==> src/hw/lvr_pkg.sv <==
package lvr_pkg;
    // reset source status layout
    localparam int SRS_W        = 8;
    localparam int SRS_POR_BIT  = 7;
    localparam int SRS_PIN_BIT  = 6;
    localparam int SRS_WDG_BIT  = 5;
    localparam int SRS_ILOP_BIT = 4;
    localparam int SRS_ILAD_BIT = 3;
    localparam int SRS_PWU_BIT  = 2;
    localparam int SRS_LVD_BIT  = 1;
    localparam logic [7:0] SRS_RESET_VAL = 8'h82;
    // vectors
    localparam int VEC_W = 4;
    localparam logic [3:0] VEC_RESET    = 4'h0;
    localparam logic [3:0] VEC_SWI      = 4'h1;
    localparam logic [3:0] VEC_LVD      = 4'h3;
    localparam logic [3:0] VEC_WAKE     = 4'h4;
    localparam logic [3:0] VEC_TCH0     = 4'h5;
    localparam logic [3:0] VEC_TCH1     = 4'h6;
    localparam logic [3:0] VEC_TOVF     = 4'h7;
    localparam logic [3:0] VEC_KEY      = 4'hf;
    // bus divider
    localparam logic [1:0] DIV_RESET_VAL = 2'h0;
    localparam int KEY_W = 4;
    localparam int WAKE_W = 6;
    typedef enum logic [2:0] {
        LVR_RUN   = 3'b001,
        LVR_HOLD  = 3'b010,
        LVR_STOP  = 3'b100
    } lvr_state_type;
endpackage

==> src/hw/lvr_div_if.sv <==
`timescale 1ns/100ps
interface lvr_div_if;
    logic [1:0] select;
    logic       fast_osc_en;
    logic       bus_en;
    modport ctrl (output select, input fast_osc_en, input bus_en);
    modport div  (input select, output fast_osc_en, output bus_en);
endinterface

==> src/hw/lvr_clk_div.sv <==
`timescale 1ns/100ps
module lvr_clk_div (
    // clock and reset
    input wire logic core_clk,
    input wire logic rst_n,
    // divider link
    lvr_div_if.div   dv
);
    import lvr_pkg::*;

    logic [3:0] cnt;
    logic [3:0] next_cnt;
    logic [3:0] osc_last;

    ////////////////////////////////////////////////////////////////
    // 8 mhz oscillator from 100 mhz is not integral; model divided
    // oscillator as enables at 1/1, 1/2, 1/4 or 1/8 of core_clk by select
    always_comb begin
        next_cnt = cnt + 4'h1;
        case (dv.select)
            2'h0:    osc_last = 4'h0;
            2'h1:    osc_last = 4'h1;
            2'h2:    osc_last = 4'h3;
            default: osc_last = 4'h7;
        endcase
        if (cnt >= osc_last) begin
            next_cnt = 4'h0;
        end
    end

    always_ff @(posedge core_clk) begin
        if (!rst_n) begin
            cnt <= 4'h0;
        end else begin
            cnt <= next_cnt;
        end
    end

    logic osc_tick;
    logic bus_ph;
    logic next_bus_ph;
    assign osc_tick = (cnt >= osc_last);
    always_comb begin
        next_bus_ph = bus_ph;
        if (osc_tick) begin
            next_bus_ph = ~bus_ph;
        end
    end
    always_ff @(posedge core_clk) begin
        if (!rst_n) begin
            bus_ph <= 1'b0;
        end else begin
            bus_ph <= next_bus_ph;
        end
    end
    // bus rate is half the oscillator rate
    assign dv.fast_osc_en = osc_tick;
    assign dv.bus_en      = osc_tick & bus_ph;
endmodule

==> src/hw/lvr_sys_ctrl.sv <==
`timescale 1ns/100ps
// Notes on behaviour
// [RULE_01] detector active only while enabled; level bit picks high or low trip
// [RULE_02] stop entry disables detector unless stop-enable is set
// [RULE_03] stop-enable with enable set blocks the deepest stop
// [RULE_04] power-on or supply below power-on level asserts reset
// [RULE_05] after power-on, hold reset until supply above selected level
// [RULE_06] power-on sets power-on and low-voltage status flags
// [RULE_07] reset-enabled low supply resets and holds until recovery
// [RULE_08] low-voltage reset also sets the low-voltage status flag
// [RULE_09] enabled detector with irq enable, no reset enable, sets flag and irq
// [RULE_10] warning flag sets below warning level, uncleared while below
// [RULE_11] writing one to warning acknowledge clears warning flag
// [RULE_12] warning never raises an interrupt
// [RULE_13] two warning levels chosen by warning select bit
// [RULE_14] divider select: 00 8/4, 01 4/2, 10 2/1, 11 1/0.5 mhz
// [RULE_15] any reset clears divider select to fastest rate
// [RULE_16] port a pins 0..3 act as key wake interrupts
// [RULE_17] low-voltage irq vector 3 outranks vectors 4 to 7
// [RULE_18] wake timer interrupts on vector 4 when interval nonzero
// [RULE_19] software interrupt always requests vector 1
// [RULE_20] periodic reset forces vector 0 and sets its flag
// [RULE_21] enabled temperature restart forces reset on vector 0
// [RULE_22] illegal opcode/address, watchdog, low-voltage reset use vector 0
// [RULE_23] with reset enable, detection gives reset, no interrupt
// [RULE_24] any vector fetch wakes from any stop mode
module lvr_sys_ctrl (
    // clock and reset
    input  wire logic                 core_clk,
    input  wire logic                 rst_n,
    // analog comparators
    input  wire logic                 supply_below_por,
    input  wire logic                 supply_below_vdet_high,
    input  wire logic                 supply_below_vdet_low,
    input  wire logic                 supply_below_warn_high,
    input  wire logic                 supply_below_warn_low,
    input  wire logic                 temp_crossed,
    // control bits
    input  wire logic                 vdet_enable,
    input  wire logic                 vdet_level_select,
    input  wire logic                 vdet_stop_enable,
    input  wire logic                 vdet_reset_enable,
    input  wire logic                 vdet_irq_enable,
    input  wire logic                 vdet_ack,
    input  wire logic                 vwarn_level_select,
    input  wire logic                 vwarn_ack,
    input  wire logic [1:0]           bus_divider_select_wr,
    input  wire logic                 bus_divider_write,
    input  wire logic                 temp_restart_enable,
    input  wire logic                 watchdog_enable,
    // stop requests
    input  wire logic                 stop_request,
    input  wire logic                 deepest_stop_request,
    // other sources
    input  wire logic [lvr_pkg::KEY_W-1:0] port_a_pin,
    input  wire logic [lvr_pkg::KEY_W-1:0] key_wake_enable,
    input  wire logic                 wake_interval_flag,
    input  wire logic [lvr_pkg::WAKE_W-1:0] wake_interval_field,
    input  wire logic                 periodic_reset_event,
    input  wire logic                 watchdog_timeout,
    input  wire logic                 illegal_opcode,
    input  wire logic                 illegal_address,
    input  wire logic                 software_interrupt,
    input  wire logic                 timer_overflow_req,
    input  wire logic                 timer_channel1_req,
    input  wire logic                 timer_channel0_req,
    input  wire logic                 irq_mask,
    // status and outputs
    output logic                      chip_reset,
    output logic [lvr_pkg::SRS_W-1:0] reset_source_status,
    output logic                      vdet_flag,
    output logic                      vwarn_flag,
    output logic                      periodic_reset_flag,
    output logic                      vdet_active,
    output logic                      in_stop,
    output logic                      in_deepest_stop,
    output logic                      irq_pending,
    output logic [lvr_pkg::VEC_W-1:0] vector_number,
    output logic [1:0]                bus_divider_select,
    output logic                      fast_osc_en,
    output logic                      bus_en
);
    import lvr_pkg::*;

    ////////////////////////////////////////////////////////////////
    // detector
    lvr_state_type state;
    lvr_state_type next_state;
    logic below_vdet;
    logic below_warn;
    logic det_on;
    logic soft_reset_src;
    logic lvd_reset;
    logic key_hit;
    logic wake_req;
    logic vec_fetch;

    assign below_vdet = vdet_level_select ? supply_below_vdet_high
                                          : supply_below_vdet_low; // RULE_01
    assign below_warn = vwarn_level_select ? supply_below_warn_high
                                           : supply_below_warn_low; // RULE_13
    // stop turns the detector off unless stop-enable is set
    assign det_on = vdet_enable &
                    (state != LVR_STOP | vdet_stop_enable); // RULE_01 RULE_02
    assign lvd_reset = det_on & vdet_reset_enable & below_vdet; // RULE_07
    assign key_hit = |(port_a_pin & key_wake_enable); // RULE_16
    assign wake_req = wake_interval_flag & (|wake_interval_field); // RULE_18
    assign soft_reset_src = periodic_reset_event // RULE_20
                          | (temp_restart_enable & temp_crossed) // RULE_21
                          | illegal_opcode | illegal_address // RULE_22
                          | (watchdog_enable & watchdog_timeout);

    ////////////////////////////////////////////////////////////////
    // reset and stop sequencing
    logic stop_deep;
    logic next_stop_deep;

    always_comb begin
        next_state     = state;
        next_stop_deep = stop_deep;
        case (state)
            LVR_RUN: begin
                if (supply_below_por | lvd_reset) begin
                    next_state = LVR_HOLD; // RULE_04 RULE_07
                end else if (stop_request & ~soft_reset_src) begin
                    next_state     = LVR_STOP;
                    // deepest stop refused while detector kept in stop
                    next_stop_deep = deepest_stop_request &
                        ~(vdet_stop_enable & vdet_enable); // RULE_03
                end
            end

            LVR_HOLD: begin
                // leave only once supply is above selected level
                if (~supply_below_por & ~below_vdet) begin
                    next_state = LVR_RUN; // RULE_05 RULE_07
                end
            end

            LVR_STOP: begin
                if (supply_below_por | lvd_reset) begin
                    next_state = LVR_HOLD;
                end else if (vec_fetch | soft_reset_src) begin
                    next_state     = LVR_RUN; // RULE_24
                    next_stop_deep = 1'b0;
                end
            end

            default: next_state = LVR_HOLD;
        endcase
    end

    always_ff @(posedge core_clk) begin
        if (!rst_n) begin
            state     <= LVR_HOLD;
            stop_deep <= 1'b0;
        end else begin
            state     <= next_state;
            stop_deep <= next_stop_deep;
        end
    end

    // deepest-stop exit is a full reset, as is temperature restart
    logic do_reset;
    assign do_reset = supply_below_por | lvd_reset | soft_reset_src |
                      (state == LVR_STOP & stop_deep & vec_fetch);

    ////////////////////////////////////////////////////////////////
    // flags and status
    logic [7:0] next_srs;
    logic       next_vdet_flag;
    logic       next_vwarn_flag;
    logic       next_prf;
    logic [1:0] next_div;

    always_comb begin
        next_srs        = reset_source_status;
        next_vdet_flag  = vdet_flag;
        next_vwarn_flag = vwarn_flag;
        next_prf        = periodic_reset_flag;
        next_div        = bus_divider_select;
        if (bus_divider_write) begin
            next_div = bus_divider_select_wr; // RULE_14
        end

        if (vdet_ack) begin
            next_vdet_flag = 1'b0;
        end

        // interrupt mode only when reset enable is clear
        if (det_on & vdet_irq_enable & ~vdet_reset_enable & below_vdet) begin
            next_vdet_flag = 1'b1; // RULE_09 RULE_23
        end

        if (vwarn_ack) begin
            next_vwarn_flag = 1'b0; // RULE_11
        end

        if (below_warn) begin
            next_vwarn_flag = 1'b1; // RULE_10
        end

        if (do_reset) begin
            next_div = DIV_RESET_VAL; // RULE_15
            next_vdet_flag = 1'b0;
            next_srs = 8'h00;
            if (supply_below_por | lvd_reset) begin
                next_srs = SRS_RESET_VAL; // RULE_06 RULE_08
            end else begin
                next_srs[SRS_WDG_BIT]  = watchdog_enable & watchdog_timeout;
                next_srs[SRS_ILOP_BIT] = illegal_opcode;
                next_srs[SRS_ILAD_BIT] = illegal_address;
                next_srs[SRS_PWU_BIT]  = periodic_reset_event;
            end
            if (periodic_reset_event) begin
                next_prf = 1'b1; // RULE_20
            end
        end

        // a sequencer hold is a reset even with no cause left
        if (state == LVR_HOLD) begin
            next_div       = DIV_RESET_VAL; // RULE_15
            next_vdet_flag = 1'b0;
        end
    end

    always_ff @(posedge core_clk) begin
        if (!rst_n) begin
            reset_source_status <= SRS_RESET_VAL;
            vdet_flag           <= 1'b0;
            vwarn_flag          <= 1'b0;
            periodic_reset_flag <= 1'b0;
            bus_divider_select  <= DIV_RESET_VAL;
        end else begin
            reset_source_status <= next_srs;
            vdet_flag           <= next_vdet_flag;
            vwarn_flag          <= next_vwarn_flag;
            periodic_reset_flag <= next_prf;
            bus_divider_select  <= next_div;
        end
    end

    ////////////////////////////////////////////////////////////////
    // vector priority; warning has no vector at all
    logic [3:0] vec;
    logic       any_irq;

    always_comb begin
        any_irq = 1'b1;
        if (software_interrupt) begin
            vec = VEC_SWI; // RULE_19
        end else if (vdet_flag & vdet_irq_enable) begin
            vec = VEC_LVD; // RULE_17
        end else if (wake_req) begin
            vec = VEC_WAKE; // RULE_18
        end else if (timer_channel0_req) begin
            vec = VEC_TCH0;
        end else if (timer_channel1_req) begin
            vec = VEC_TCH1;
        end else if (timer_overflow_req) begin
            vec = VEC_TOVF;
        end else if (key_hit) begin
            vec = VEC_KEY; // RULE_16
        end else begin
            vec     = VEC_RESET;
            any_irq = 1'b0;
        end
    end
    // software interrupt ignores the mask
    assign vec_fetch = any_irq & (~irq_mask | software_interrupt); // RULE_12

    // registered, so the vector lags its cause by one cycle
    always_ff @(posedge core_clk) begin
        if (!rst_n) begin
            vector_number <= VEC_RESET;
        end else if (do_reset) begin
            vector_number <= VEC_RESET; // RULE_22
        end else begin
            vector_number <= vec;
        end
    end

    // comb, so a cause stops the core in its own cycle
    assign irq_pending     = vec_fetch;
    assign chip_reset      = (state == LVR_HOLD) | do_reset;
    assign vdet_active     = det_on;
    assign in_stop         = (state == LVR_STOP);
    assign in_deepest_stop = (state == LVR_STOP) & stop_deep;

    ////////////////////////////////////////////////////////////////
    // clock divider
    lvr_div_if dvi ();
    assign dvi.select = bus_divider_select;

    lvr_clk_div u_div (
        .core_clk (core_clk),
        .rst_n    (rst_n),
        .dv       (dvi.div)
    );
    assign fast_osc_en = dvi.fast_osc_en;
    assign bus_en      = dvi.bus_en;
endmodule

==> config.mk <==
export PLATFORM = sky130hd
export DESIGN_NAME = lvr_sys_ctrl
export DESIGN_NICKNAME = d
export VERILOG_FILES = /design/src/hw/lvr_pkg.sv /design/src/hw/lvr_div_if.sv /design/src/hw/lvr_clk_div.sv /design/src/hw/lvr_sys_ctrl.sv
export SDC_FILE = /design/constraint.sdc
export NUM_CORES = 1
export LEC_CHECK = 0
export BUFFER_PORTS_ARGS = -buffer_cell sky130_fd_sc_hd__clkbuf_2
export CORE_MARGIN = 2
export CORE_UTILIZATION = 35
export CTS_CLUSTER_SIZE = 30
export DETAILED_ROUTE_END_ITERATION = 6
export GPL_ROUTABILITY_DRIVEN = 0
export PLACE_DENSITY = 0.64
export SYNTH_ARGS = -nofsm -noshare
export SYNTH_HDL_FRONTEND = slang
export SYNTH_SLANG_ARGS = --single-unit
==> constraint.sdc <==
create_clock -name core_clk -period 2 [get_ports core_clk]
set_input_delay 0.1 -clock core_clk [delete_from_list [all_inputs] [get_ports core_clk]]
set_output_delay 0.1 -clock core_clk [all_outputs]
set_load 0.005 [all_outputs]
==> results of run 1 <==
-- layout make-up --
class	instances	area share, %
clock buffer	3	1.27
multi-input combinational	104	43.3
inverter	7	1.48
clock inverter	1	0.282
sequential	23	26.0
tap	46	3.24
timing repair buffer	80	24.4
-- repair_timing --
item / CTS / global route
endpoints found under the setup margin: 3 / 4
cloned: 0 / 0
gates resized for setup: 5 / 3
pin swaps: 4 / 0
hold buffers: 1 / 0
setup buffers: 3 / 0
hold endpoints to repair: 1 / 0
-- cell families after synthesis --
kind of cell | count (synthesis)
adder cells (fa/ha/maj) | 4
other | 1
AO/OA/AOI/OAI | 34
XOR/XNOR | 2
flip-flops | 23
AND/OR/NAND/NOR | 58
multiplexers | 4
buffers and inverters | 11
-- power by group --
group | internal [mW] | switching [mW]
sequential | 0.469 | 0.00575
clock | 0.0749 | 0.143
combinational | 0.0846 | 0.0761
total | 0.629 | 0.225
-- synthesized netlist by cell type (2+ instances only) --
cell / number / area, µm²
a211oi_1: 2 / 15.0
a21o_1: 4 / 30.0
a21oi_1: 8 / 40.0
a22oi_1: 3 / 22.5
a31oi_1: 3 / 18.8
and2_1: 4 / 25.0
and3_1: 2 / 12.5
buf_4: 3 / 22.5
dfxtp_1: 23 / 460
ha_1: 4 / 50.1
inv_1: 7 / 26.3
mux2i_1: 3 / 30.0
nand2_1: 8 / 30.0
nand2b_1: 5 / 31.3
nand3_1: 3 / 15.0
nand3b_1: 2 / 15.0
nand4_1: 2 / 12.5
nor2_1: 15 / 56.3
nor3_1: 4 / 20.0
o21ai_0: 4 / 20.0
o31ai_1: 2 / 15.0
or2_2: 2 / 12.5
-- per-layer routing --
layer | wire length (µm) | track usage [%]
met2 | 1510 | 27.6
met3 | 158 | 1.96
met1 | 1340 | 18.1
met5 | 0 | 0
met4 | 58 | 6.52
-- worst min-delay path by stage --
stage                                        end  slack (ns)
final                     reset_source_status[5]        0.01
after global routing      reset_source_status[3]      0.0007
after CTS                 reset_source_status[3]       0.003
after detailed placement        vector_number[1]        0.33
after global placement          vector_number[1]        0.33
after floorplan                         state[1]        0.16
-- stage by stage --
stage,area [µm²],power [mW]
finish,1780,0.854
global route,1780,0.902
CTS,1760,0.865
detailed placement,1680,0.638
global placement,1680,0.637
floorplan,1250,0.557
-- sequential cells by signal (all words and copies together) (netlist names) --
signal and flops:
state 3, vdet_flag 1, vwarn_flag 1, vector_number 4, bus_divider_select 2, u_div.bus_ph 1
reset_source_status 5, periodic_reset_flag 1, u_div.cnt 4, stop_deep 1
-- tightest hold or removal path, cell delays in order --
cell and delay, ns:
clkbuf_2 0.08, nand2_1 0.06, a21oi_1 0.06
==> summary.md, run 1 <==
| Metric | Value |
|---|---|
| Status | finished, final reports clean |
| Fmax achieved | about 0.51 GHz |
| Multi-input gate area | 769 µm² |
| CTS max path bufs | 2 |
| ANT cells | 0 |
| CTS root buffer | clkbuf_4 |
| Reg2reg end | u_div.cnt[2] |
| CP Depth | 7 |
| Min Tclk post-route | 1.98 ns |
| Largest net degree at the start of global routing | 14 |
| Storage cell area | 462 µm² |
| Crit Path Category | register to output pin |
| Place WS | 0.0324 ns |
| Finish-stage setup viols | 0 |
| Hold path start | watchdog_timeout |
| Simple-Gate Fraction of Synth Area | 27.4% |
| Drt wl/cell | 11.6 µm |
| Endpoint type of the worst setup path | output pin |
| FF-to-FF setup slack | 0.09 ns |
| Final Hold Violating Endpoints | 0 |
| Reg-to-reg startpoint | bus_divider_select[0] |
| Num CTS Buffers | 3 |
| Synthesis warning total | 0 |
| PD cells | between 400 and 500 nW/µm² |
| Most common cell after layout, fill and taps aside | clkbuf_2 |
| Synth Area in Compound Gates | ~22% |
| Number of distinct library cells after synthesis | 46 |
| Core Area | 3390 µm² |
| Clock transition at path regs | 0.13 ns |
| Die Width | 63.7 µm |
| R2R cell count | 8 |
| Synth Area in Adders | 4.02% |
| H-Tree Depth | 1 |
| Largest family of logic cells by synthesized area | simple AND/OR/NAND/NOR gates |
| Dpl cells | about 260 |
| Critical-path top delay cell | dfxtp_2 |
| Worst-skew pair later-pin latency | between 0.3 and 0.4 ns |
| Clock skew | about 0.0014 ns |
| Final wirelength | 3060 µm |
| Sequential share of the synthesized area | 36.9% |
| Router iterations before antenna repair | 4 |
| Hold path depth | 3 |
| CP Cell Sequence | or2_4 > ha_4 > nand2b_4 > a21o_1 > a211o_1 > and2_4 > clkbuf_2 |
| EDFF count, synth | 0 |
| WP data required | ~1.9 ns |
| Share of cells above drive strength 1 | 47.2% |
| DRC viols | 0 |
| WP buf/inv | 1 |
| DP HPWL | 2420 µm |
| CTS tree | yes |
| Hold slack final | about 0.011 ns |
| Final setup margin | 0.0216 ns |
| IO buf count | a little under 70 |
| Syn Inst Count | roughly 140 |
| Top Family by Delay on Critical Path | simple AND/OR/NAND/NOR gates |
| GRT overflow | 0 |
| Most frequent cells in the layout | clkbuf_2, dfxtp_1, nor2_1 |
| RSZ-0062 raised after global routing | yes |
| Final period utilization | 98.9% |
| Critical Path Sink | bus_en |
| Starting Density | a little under two fifths |
| Hold WC Path Type | primary input to register |
| Seq cells post-synth | 23 |
| Async set-or-reset flop fraction in the synthesized netlist | 0% |
| VDD IR max | 179 µV |
| # IOs | 71 |
| XOR/XNOR Fraction of Synth Area | around 1.4% |
| Vias per cell | between 4 and 5 |
| CP Max Fanout | 2 |
| Final Max Tran Viols | 0 |
| Initial antenna violation count | 0 |
| Crit start category | register |
| Final core occ | between 50 and 60% |
| Pleak | 0.829 nW |
| Vias in the first global route | 1219 |
| Cell Area, Synth | around 1200 µm² |
| Chip height | 63.7 µm |
| Setup TNS | 0 ns |
| Tot GR Track Use | 15.4% |
| Row count | 21 |
| Critical path arrival | ~1.9 ns |
| First-pass GRT wire length | 5020 µm |
| CP Launch Point | bus_divider_select[0] |
| Maxcap violations | 0 |
| Multiplexer share of the synthesized area | 3.31% |
| Post-layout net count | 270 |
| Most used DFF post-synth | dfxtp_1 |
| DRT iter0 DRCs | 36 |
| CTS sink cnt | 23 |
| Post-DRT Antenna Nets | 0 |
| Mean Syn Cell Area | ~9 µm² |
| Routed via count | 1305 |
| Final Non-Filler Cells | 264 |
| Post-synthesis to final-layout area growth | 42.5% |
| Fillers | 339 |
| CP peak stage delay | 0.34 ns |
| Die area | 4050 µm² |
Note: power is estimated with default switching activity, not from simulation.
==> run 2: changes to the inputs <==
Settings changed: HOLD_SLACK_MARGIN set to 0.06.
==> run 2 against run 1 <==
Effect of this change:
- cell area rose by 4.5%
- critical endpoint unchanged
- highest routed layer unchanged
- non-clock buffer count is 8 higher
- largest cell class unchanged
- fmax about the same
- global-route usage rose by 1.1 points
==> summary.md, run 2 (same netlist as run 1, synthesis figures left out) <==
| Metric | Value |
|---|---|
| Status | finished, final reports clean (unchanged) |
| Largest net degree at the start of global routing | 14 (unchanged) |
| VDD IR max | 180 µV (was 179 µV) |
| Row count | 21 (unchanged) |
| Most common cell after layout, fill and taps aside | clkbuf_2 (unchanged) |
| R2R cell count | 8 (unchanged) |
| Tot GR Track Use | 16.5% (was 15.4%) |
| Crit Path Category | register to output pin (unchanged) |
| GRT overflow | 0 (unchanged) |
| CP Depth | 7 (unchanged) |
| Clock transition at path regs | 0.12 ns (was 0.13 ns) |
| DP HPWL | 2420 µm (unchanged) |
| # IOs | 71 (unchanged) |
| Hold path depth | 3 (unchanged) |
| Final period utilization | 98.9% (about the same) |
| Largest regs | reset_source_status (5), u_div.cnt (4), vector_number (4) (unchanged) |
| Core Area | 3390 µm² (unchanged) |
| Maxcap violations | 0 (unchanged) |
| CP peak stage delay | 0.34 ns (about the same) |
| CTS sink cnt | 23 (unchanged) |
| WP buf/inv | 1 (unchanged) |
| CTS tree | yes (unchanged) |
| CP Launch Point | bus_divider_select[0] (unchanged) |
| Vias per cell | 4.90 (was 4.94) |
| Min Tclk post-route | 1.98 ns (about the same) |
| Post-layout net count | 278 (was 270) |
| ANT cells | 0 (unchanged) |
| Die area | 4050 µm² (unchanged) |
| Top Family by Delay on Critical Path | simple AND/OR/NAND/NOR gates (unchanged) |
| Router iterations before antenna repair | 4 (unchanged) |
| DRC viols | 0 (unchanged) |
| Starting Density | 36.8% (unchanged) |
| Setup TNS | 0 ns (unchanged) |
| Endpoint type of the worst setup path | output pin (unchanged) |
| WP data required | 1.90 ns (about the same) |
| Die Width | 63.7 µm (unchanged) |
| Vias in the first global route | 1300 (was 1219) |
| Fillers | 331 (was 339) |
| Clock skew | 0.00544 ns (was 0.00138 ns) |
| Final wirelength | 3270 µm (was 3060 µm) |
| Final Hold Violating Endpoints | 0 (unchanged) |
| Pleak | 0.861 nW (was 0.829 nW) |
| Storage cell area | 462 µm² (unchanged) |
| Routed via count | 1333 (was 1305) |
| First-pass GRT wire length | 5370 µm (was 5020 µm) |
| Initial antenna violation count | 0 (unchanged) |
| Chip height | 63.7 µm (unchanged) |
| Post-synthesis to final-layout area growth | 48.9% (was 42.5%) |
| Top reg by flops | reset_source_status (unchanged) |
| Crit start category | register (unchanged) |
| CP Max Fanout | 2 (unchanged) |
| CP Cell Sequence | or2_4 > ha_4 > nand2b_4 > a21o_1 > a211o_1 > and2_4 > clkbuf_2 (unchanged) |
| Critical-path top delay cell | dfxtp_2 (unchanged) |
| Final Max Tran Viols | 0 (unchanged) |
| Num CTS Buffers | 3 (unchanged) |
| Reg-to-reg startpoint | bus_divider_select[0] (unchanged) |
| CTS root buffer | clkbuf_4 (unchanged) |
| Drt wl/cell | 12.0 µm (was 11.6 µm) |
| Final Non-Filler Cells | 272 (was 264) |
| Finish-stage setup viols | 0 (unchanged) |
| IO buf count | 68 (unchanged) |
| Hold path start | bus_divider_select_wr[1] (was watchdog_timeout) |
| Critical path arrival | 1.88 ns (about the same) |
| DRT iter0 DRCs | 50 (was 36) |
| CTS max path bufs | 2 (unchanged) |
| RSZ-0062 raised after global routing | yes (unchanged) |
| Multi-input gate area | 769 µm² (unchanged) |
| Share of cells above drive strength 1 | 45.6% (was 47.2%) |
| Post-DRT Antenna Nets | 0 (unchanged) |
| H-Tree Depth | 1 (unchanged) |
| PD cells | 468 nW/µm² (was 481 nW/µm²) |
| Max reg flops | 5 (unchanged) |
| Most frequent cells in the layout | clkbuf_2, dfxtp_1, nor2_1 (unchanged) |
| Fmax achieved | 0.506 GHz (was 0.505 GHz) |
| Dpl cells | 256 (unchanged) |
| Worst-skew pair later-pin latency | 0.32 ns (was 0.31 ns) |
| Hold WC Path Type | primary input to register (unchanged) |
## run 2: cell count changes in the layout (fill, tap and decap cells not counted), sizes merged
cell,change
dlygate4sd3,+8
## run 2: through the flow
| stage | util [%] | cell area (µm²) | worst slack, ns | total power [mW] | hold slack (ns) |
|---|---|---|---|---|---|
| floorplan | - | 1250 | 0.0600 | 0.557 | 0.162 |
| global placement | 49.6 | 1680 | 0.0739 | 0.637 | 0.331 |
| detailed placement | 49.6 | 1680 | 0.0324 | 0.638 | 0.327 |
| CTS | 54.4 | 1840 | 0.00267 | 0.877 | 0.0646 |
| global route | 54.7 | 1860 | -0.0496 | 0.917 | 0.0902 |
| finish | 54.7 | 1860 | 0.0228 | 0.869 | 0.0518 |
## run 2: worst paths after layout
path / slack, ns / to
worst max-delay path: 0.02 / bus_en
worst min register to register: 0.48 / vwarn_flag
worst min-delay path: 0.05 / bus_divider_select[1]
worst max register to register: 0.09 / u_div.cnt[3]
## run 2: area by class of cell
cell class	count	share of cell area [%]
Multi-Input combinational cell	104	41.5
Clock inverter	1	0.270
Timing Repair Buffer	88	27.6
Tap cell	46	3.10
Sequential cell	23	24.9
Inverter	7	1.42
Clock buffer	3	1.21
## run 2: timing repair
action | in CTS | in global routing
resized for setup | 5 | 3
buffers inserted | 3 | 0
hold endpoints to repair | 9 | 0
setup endpoints to repair | 3 | 4
pin swaps | 4 | 0
hold buffers | 9 | 0
## run 2: power by group
part,switching [mW],internal [mW]
combinational,0.0799,0.0948
sequential,0.00578,0.469
clock,0.144,0.0749
## run 2: routing by layer
metal / vias to the layer above / wire, µm / share of wire [%] / track usage (%)
li1: 675 / - / - / -
met1: 609 / 1370 / 42 / 18.6
met2: 44 / 1680 / 51 / 31.1
met3: 5 / 159 / 4.9 / 1.96
met4: 0 / 58 / 1.8 / 6.52
met5: - / 0 / 0 / 0
## run 2: worst min-delay path, stage by stage
cell,delay (ns)
clkbuf_2,0.07
mux2i_1,0.07
nor3_2,0.09
==> run 3: changes to the inputs <==
Settings changed: CAP_MARGIN set to 20, SYNTH_HIERARCHICAL set to 1.
==> run 3 against run 2 <==
Effect of this change:
- first-iteration DRC count grew 50%
- via count shrank 1.5%
- synthesized cell count grew 0.73%
- worst setup slack gained 0.056 ns
- clock power shrank 6%
- sequential power grew 3%
- total power grew 3.5%
- die area grew 1.2%
- global-route usage shrank 1.8 points
- wire length shrank 9.5%
- clock skew shrank 0.0040 ns
==> summary.md, run 3 <==
| Metric | Value |
|---|---|
| Async set-or-reset flop fraction in the synthesized netlist | 0% (unchanged) |
| Fillers | 321 (was 331) |
| EDFF count, synth | 0 (unchanged) |
| R2R cell count | 5 (was 8) |
| Starting Density | 37.2% (was 36.8%) |
| Reg2reg end | vdet_flag (was u_div.cnt[3]) |
| Vias in the first global route | 1144 (was 1300) |
| Setup TNS | 0 ns (unchanged) |
| Hold WC Path Type | primary input to register (unchanged) |
| Hold Path Sink | vdet_flag (was bus_divider_select[1]) |
| Syn Inst Count | 138 (was 137) |
| Status | finished, final reports clean (unchanged) |
| GRT overflow | 0 (unchanged) |
| RSZ-0062 raised after global routing | no (was yes) |
| CP Max Fanout | 6 (was 2) |
| CTS max path bufs | 2 (unchanged) |
| Largest cells by area after synthesis | dfxtp_1, ha_1, and3_1 (was dfxtp_1, nor2_1, ha_1) |
| Synthesis warning total | 6 (was 0) |
| Top reg by flops | reset_source_status (unchanged) |
| IO buf count | 68 (unchanged) |
| Crit start category | register (unchanged) |
| CTS root buffer | clkbuf_4 (unchanged) |
| Final period utilization | 96.1% (was 98.9%) |
| Finish-stage setup viols | 0 (unchanged) |
| Final Hold Violating Endpoints | 0 (unchanged) |
| Crit Path Category | register to output pin (unchanged) |
| Critical-path top delay cell | dfxtp_1 (was dfxtp_2) |
| Cell Area, Synth | 1260 µm² (was 1250 µm²) |
| Endpoint type of the worst setup path | output pin (unchanged) |
| Die Width | 64.1 µm (was 63.7 µm) |
| Synth Area in Compound Gates | 21.7% (was 22.4%) |
| Clock transition at path regs | 0.12 ns (about the same) |
| WP data required | 1.90 ns (about the same) |
| Fmax achieved | 0.520 GHz (was 0.506 GHz) |
| Largest regs | reset_source_status (5), u_div/cnt (4), vector_number (4) (was reset_source_status (5), u_div.cnt (4), vector_number (4)) |
| ANT cells | 0 (unchanged) |
| Largest family of logic cells by synthesized area | simple AND/OR/NAND/NOR gates (unchanged) |
| PD cells | 503 nW/µm² (was 468 nW/µm²) |
| DP HPWL | 2400 µm (was 2420 µm) |
| Min Tclk post-route | 1.92 ns (was 1.98 ns) |
| DRC viols | 0 (unchanged) |
| Post-layout net count | 273 (was 278) |
| Simple-Gate Fraction of Synth Area | 28.9% (was 27.4%) |
| Cell taking the most area after synthesis | dfxtp_1 (unchanged) |
| Post-synth top area share | 36.5% (was 36.9%) |
| Most common cell after layout, fill and taps aside | clkbuf_2 (unchanged) |
| VDD IR max | 241 µV (was 180 µV) |
| CTS tree | yes (unchanged) |
| Storage cell area | 463 µm² (was 462 µm²) |
| Drt wl/cell | 11.1 µm (was 12.0 µm) |
| Final core occ | 52.8% (was 54.7%) |
| Sequential share of the synthesized area | 36.5% (was 36.9%) |
| Maxcap violations | 0 (unchanged) |
| Reg-to-reg startpoint | state[1] (was bus_divider_select[0]) |
| Initial antenna violation count | 0 (unchanged) |
| XOR/XNOR Fraction of Synth Area | 0.694% (was 1.41%) |
| Core Area | 3390 µm² (unchanged) |
| Die area | 4100 µm² (was 4050 µm²) |
| DRT iter0 DRCs | 75 (was 50) |
| CP Cell Sequence | or2_2 > ha_1 > nand2b_1 > a31oi_4 > nor2b_1 > clkbuf_2 (was or2_4 > ha_4 > nand2b_4 > a21o_1 > a211o_1 > and2_4 > clkbuf_2) |
| Top-count cell post-synth | dfxtp_1 (unchanged) |
| Post-DRT Antenna Nets | 0 (unchanged) |
| Seq cells post-synth | 23 (unchanged) |
| Worst-skew pair later-pin latency | 0.30 ns (was 0.32 ns) |
| Mean Syn Cell Area | 9.15 µm² (was 9.10 µm²) |
| Pleak | 0.854 nW (was 0.861 nW) |
| Synth top cells by count | dfxtp_1, nand2_1, nor2_1 (was dfxtp_1, nor2_1, a21oi_1, nand2_1, inv_1) |
| Critical path arrival | 1.82 ns (was 1.88 ns) |
| # IOs | 71 (unchanged) |
| H-Tree Depth | 1 (unchanged) |
| Row count | 21 (unchanged) |
| Power Total | 0.899 mW (was 0.869 mW) |
| Multiplexer share of the synthesized area | 4.06% (was 3.31%) |
| Clock skew | 0.00149 ns (was 0.00544 ns) |
| Vias per cell | 4.92 (was 4.90) |
| FF-to-FF setup slack | 0.12 ns (was 0.09 ns) |
| Hold path depth | 3 (unchanged) |
| Hold path start | vdet_ack (was bus_divider_select_wr[1]) |
| Num CTS Buffers | 3 (unchanged) |
| Tot GR Track Use | 14.7% (was 16.5%) |
| Multi-input gate area | 757 µm² (was 769 µm²) |
| Synth Area in Adders | 3.96% (was 4.02%) |
| Share of cells above drive strength 1 | 43.0% (was 45.6%) |
| Number of distinct library cells after synthesis | 47 (was 46) |
| Most used DFF post-synth | dfxtp_1 (unchanged) |
| CTS sink cnt | 23 (unchanged) |
| Most frequent cells in the layout | clkbuf_2, dfxtp_1, nor2_1, nand2_1, a21oi_1 (was clkbuf_2, dfxtp_1, nor2_1) |
| Final Max Tran Viols | 0 (unchanged) |
| Router iterations before antenna repair | 4 (unchanged) |
| Routed via count | 1313 (was 1333) |
| Chip height | 64.1 µm (was 63.7 µm) |
| CP peak stage delay | 0.36 ns (was 0.34 ns) |
| Max reg flops | 5 (unchanged) |
| Post-synthesis to final-layout area growth | 41.7% (was 48.9%) |
| Final wirelength | 2960 µm (was 3270 µm) |
| First-pass GRT wire length | 4870 µm (was 5370 µm) |
| Largest net degree at the start of global routing | 13 (was 14) |
[run 3: cell types whose count changed in the layout (fill, tap and decap cells not counted), moves of 2 or more]
| cell | before | now |
|---|---|---|
| nand2b_1 | 4 | 6 |
| nor2_1 | 15 | 9 |
| nand3b_1 | 2 | 0 |
| nand4_1 | 2 | 0 |
| dlygate4sd3_1 | 9 | 7 |
| a31oi_1 | 3 | 5 |
| and3_1 | 2 | 7 |
| a21o_1 | 4 | 1 |
| buf_4 | 11 | 7 |
| and2_4 | 2 | 0 |
[run 3: where the power goes]
group | switching, mW | total (mW) | internal, mW
Combinational | 0.0978 | 0.203 | 0.106
Clock | 0.127 | 0.205 | 0.0776
Sequential | 0.0148 | 0.491 | 0.476
[run 3: layout make-up]
type / instances / area share, %
Multi-Input combinational cell: 106 / 42.3
Timing Repair Buffer: 82 / 25.9
Sequential cell: 23 / 25.9
Inverter: 6 / 1.26
Tap cell: 46 / 3.22
Clock buffer: 4 / 1.47
[run 3: worst max-delay path: cells and delay by family, from the launching register on]
family	cells	cell delay, ns
AND/OR/NAND/NOR	3	0.54
adder cells (fa/ha/maj)	1	0.26
AO/OA/AOI/OAI	1	0.25
flip-flops	1	0.36
buffers and inverters	1	0.11
[run 3: logic make-up after synthesis]
logic type               after synthesis
multiplexers                           5
XOR/XNOR                               1
AO/OA/AOI/OAI                         35
AND/OR/NAND/NOR                       59
other                                  1
adder cells (fa/ha/maj)                4
buffers and inverters                 10
flip-flops                            23
[run 3: per-layer routing]
layer / vias to the layer above / wire [µm] / track usage [%]
met5: - / 0 / 0
met4: 0 / 29 / 5.71
met3: 2 / 227 / 2.11
li1: 674 / - / -
met2: 61 / 1360 / 25.0
met1: 576 / 1350 / 18.7
[run 3: worst max path at each step]
stage / slack [ns] / from / cells past startpoint / endpoint
after floorplan: 0.28 / state[1] / 5 / state[1]
after global placement: 0.17 / state[1] / 5 / reset_source_status[1]
after detailed placement: 0.10 / state[1] / 5 / vdet_flag
after CTS: 0.03 / bus_divider_select[0] / 6 / bus_en
after global routing: 0.006 / bus_divider_select[0] / 6 / bus_en
final: 0.08 / bus_divider_select[0] / 6 / bus_en
[run 3: what timing repair did]
item                                    in CTS  in global routing
endpoints found under the setup margin       0                  5
hold buffers                                 7                  0
buffers inserted                             0                  2
hold endpoints to repair                     7                  0
resized for setup                            0                  2
[run 3: stage by stage]
step | setup slack, ns | instance area, µm² | cells | hold slack (ns)
after global routing | 0.00556 | 1790 | 267 | 0.0748
after global placement | 0.165 | 1680 | 254 | 0.326
after CTS | 0.0293 | 1770 | 265 | 0.0686
final | 0.0783 | 1790 | 267 | 0.0813
after floorplan | 0.278 | 1270 | 139 | 0.170
after detailed placement | 0.104 | 1680 | 254 | 0.329
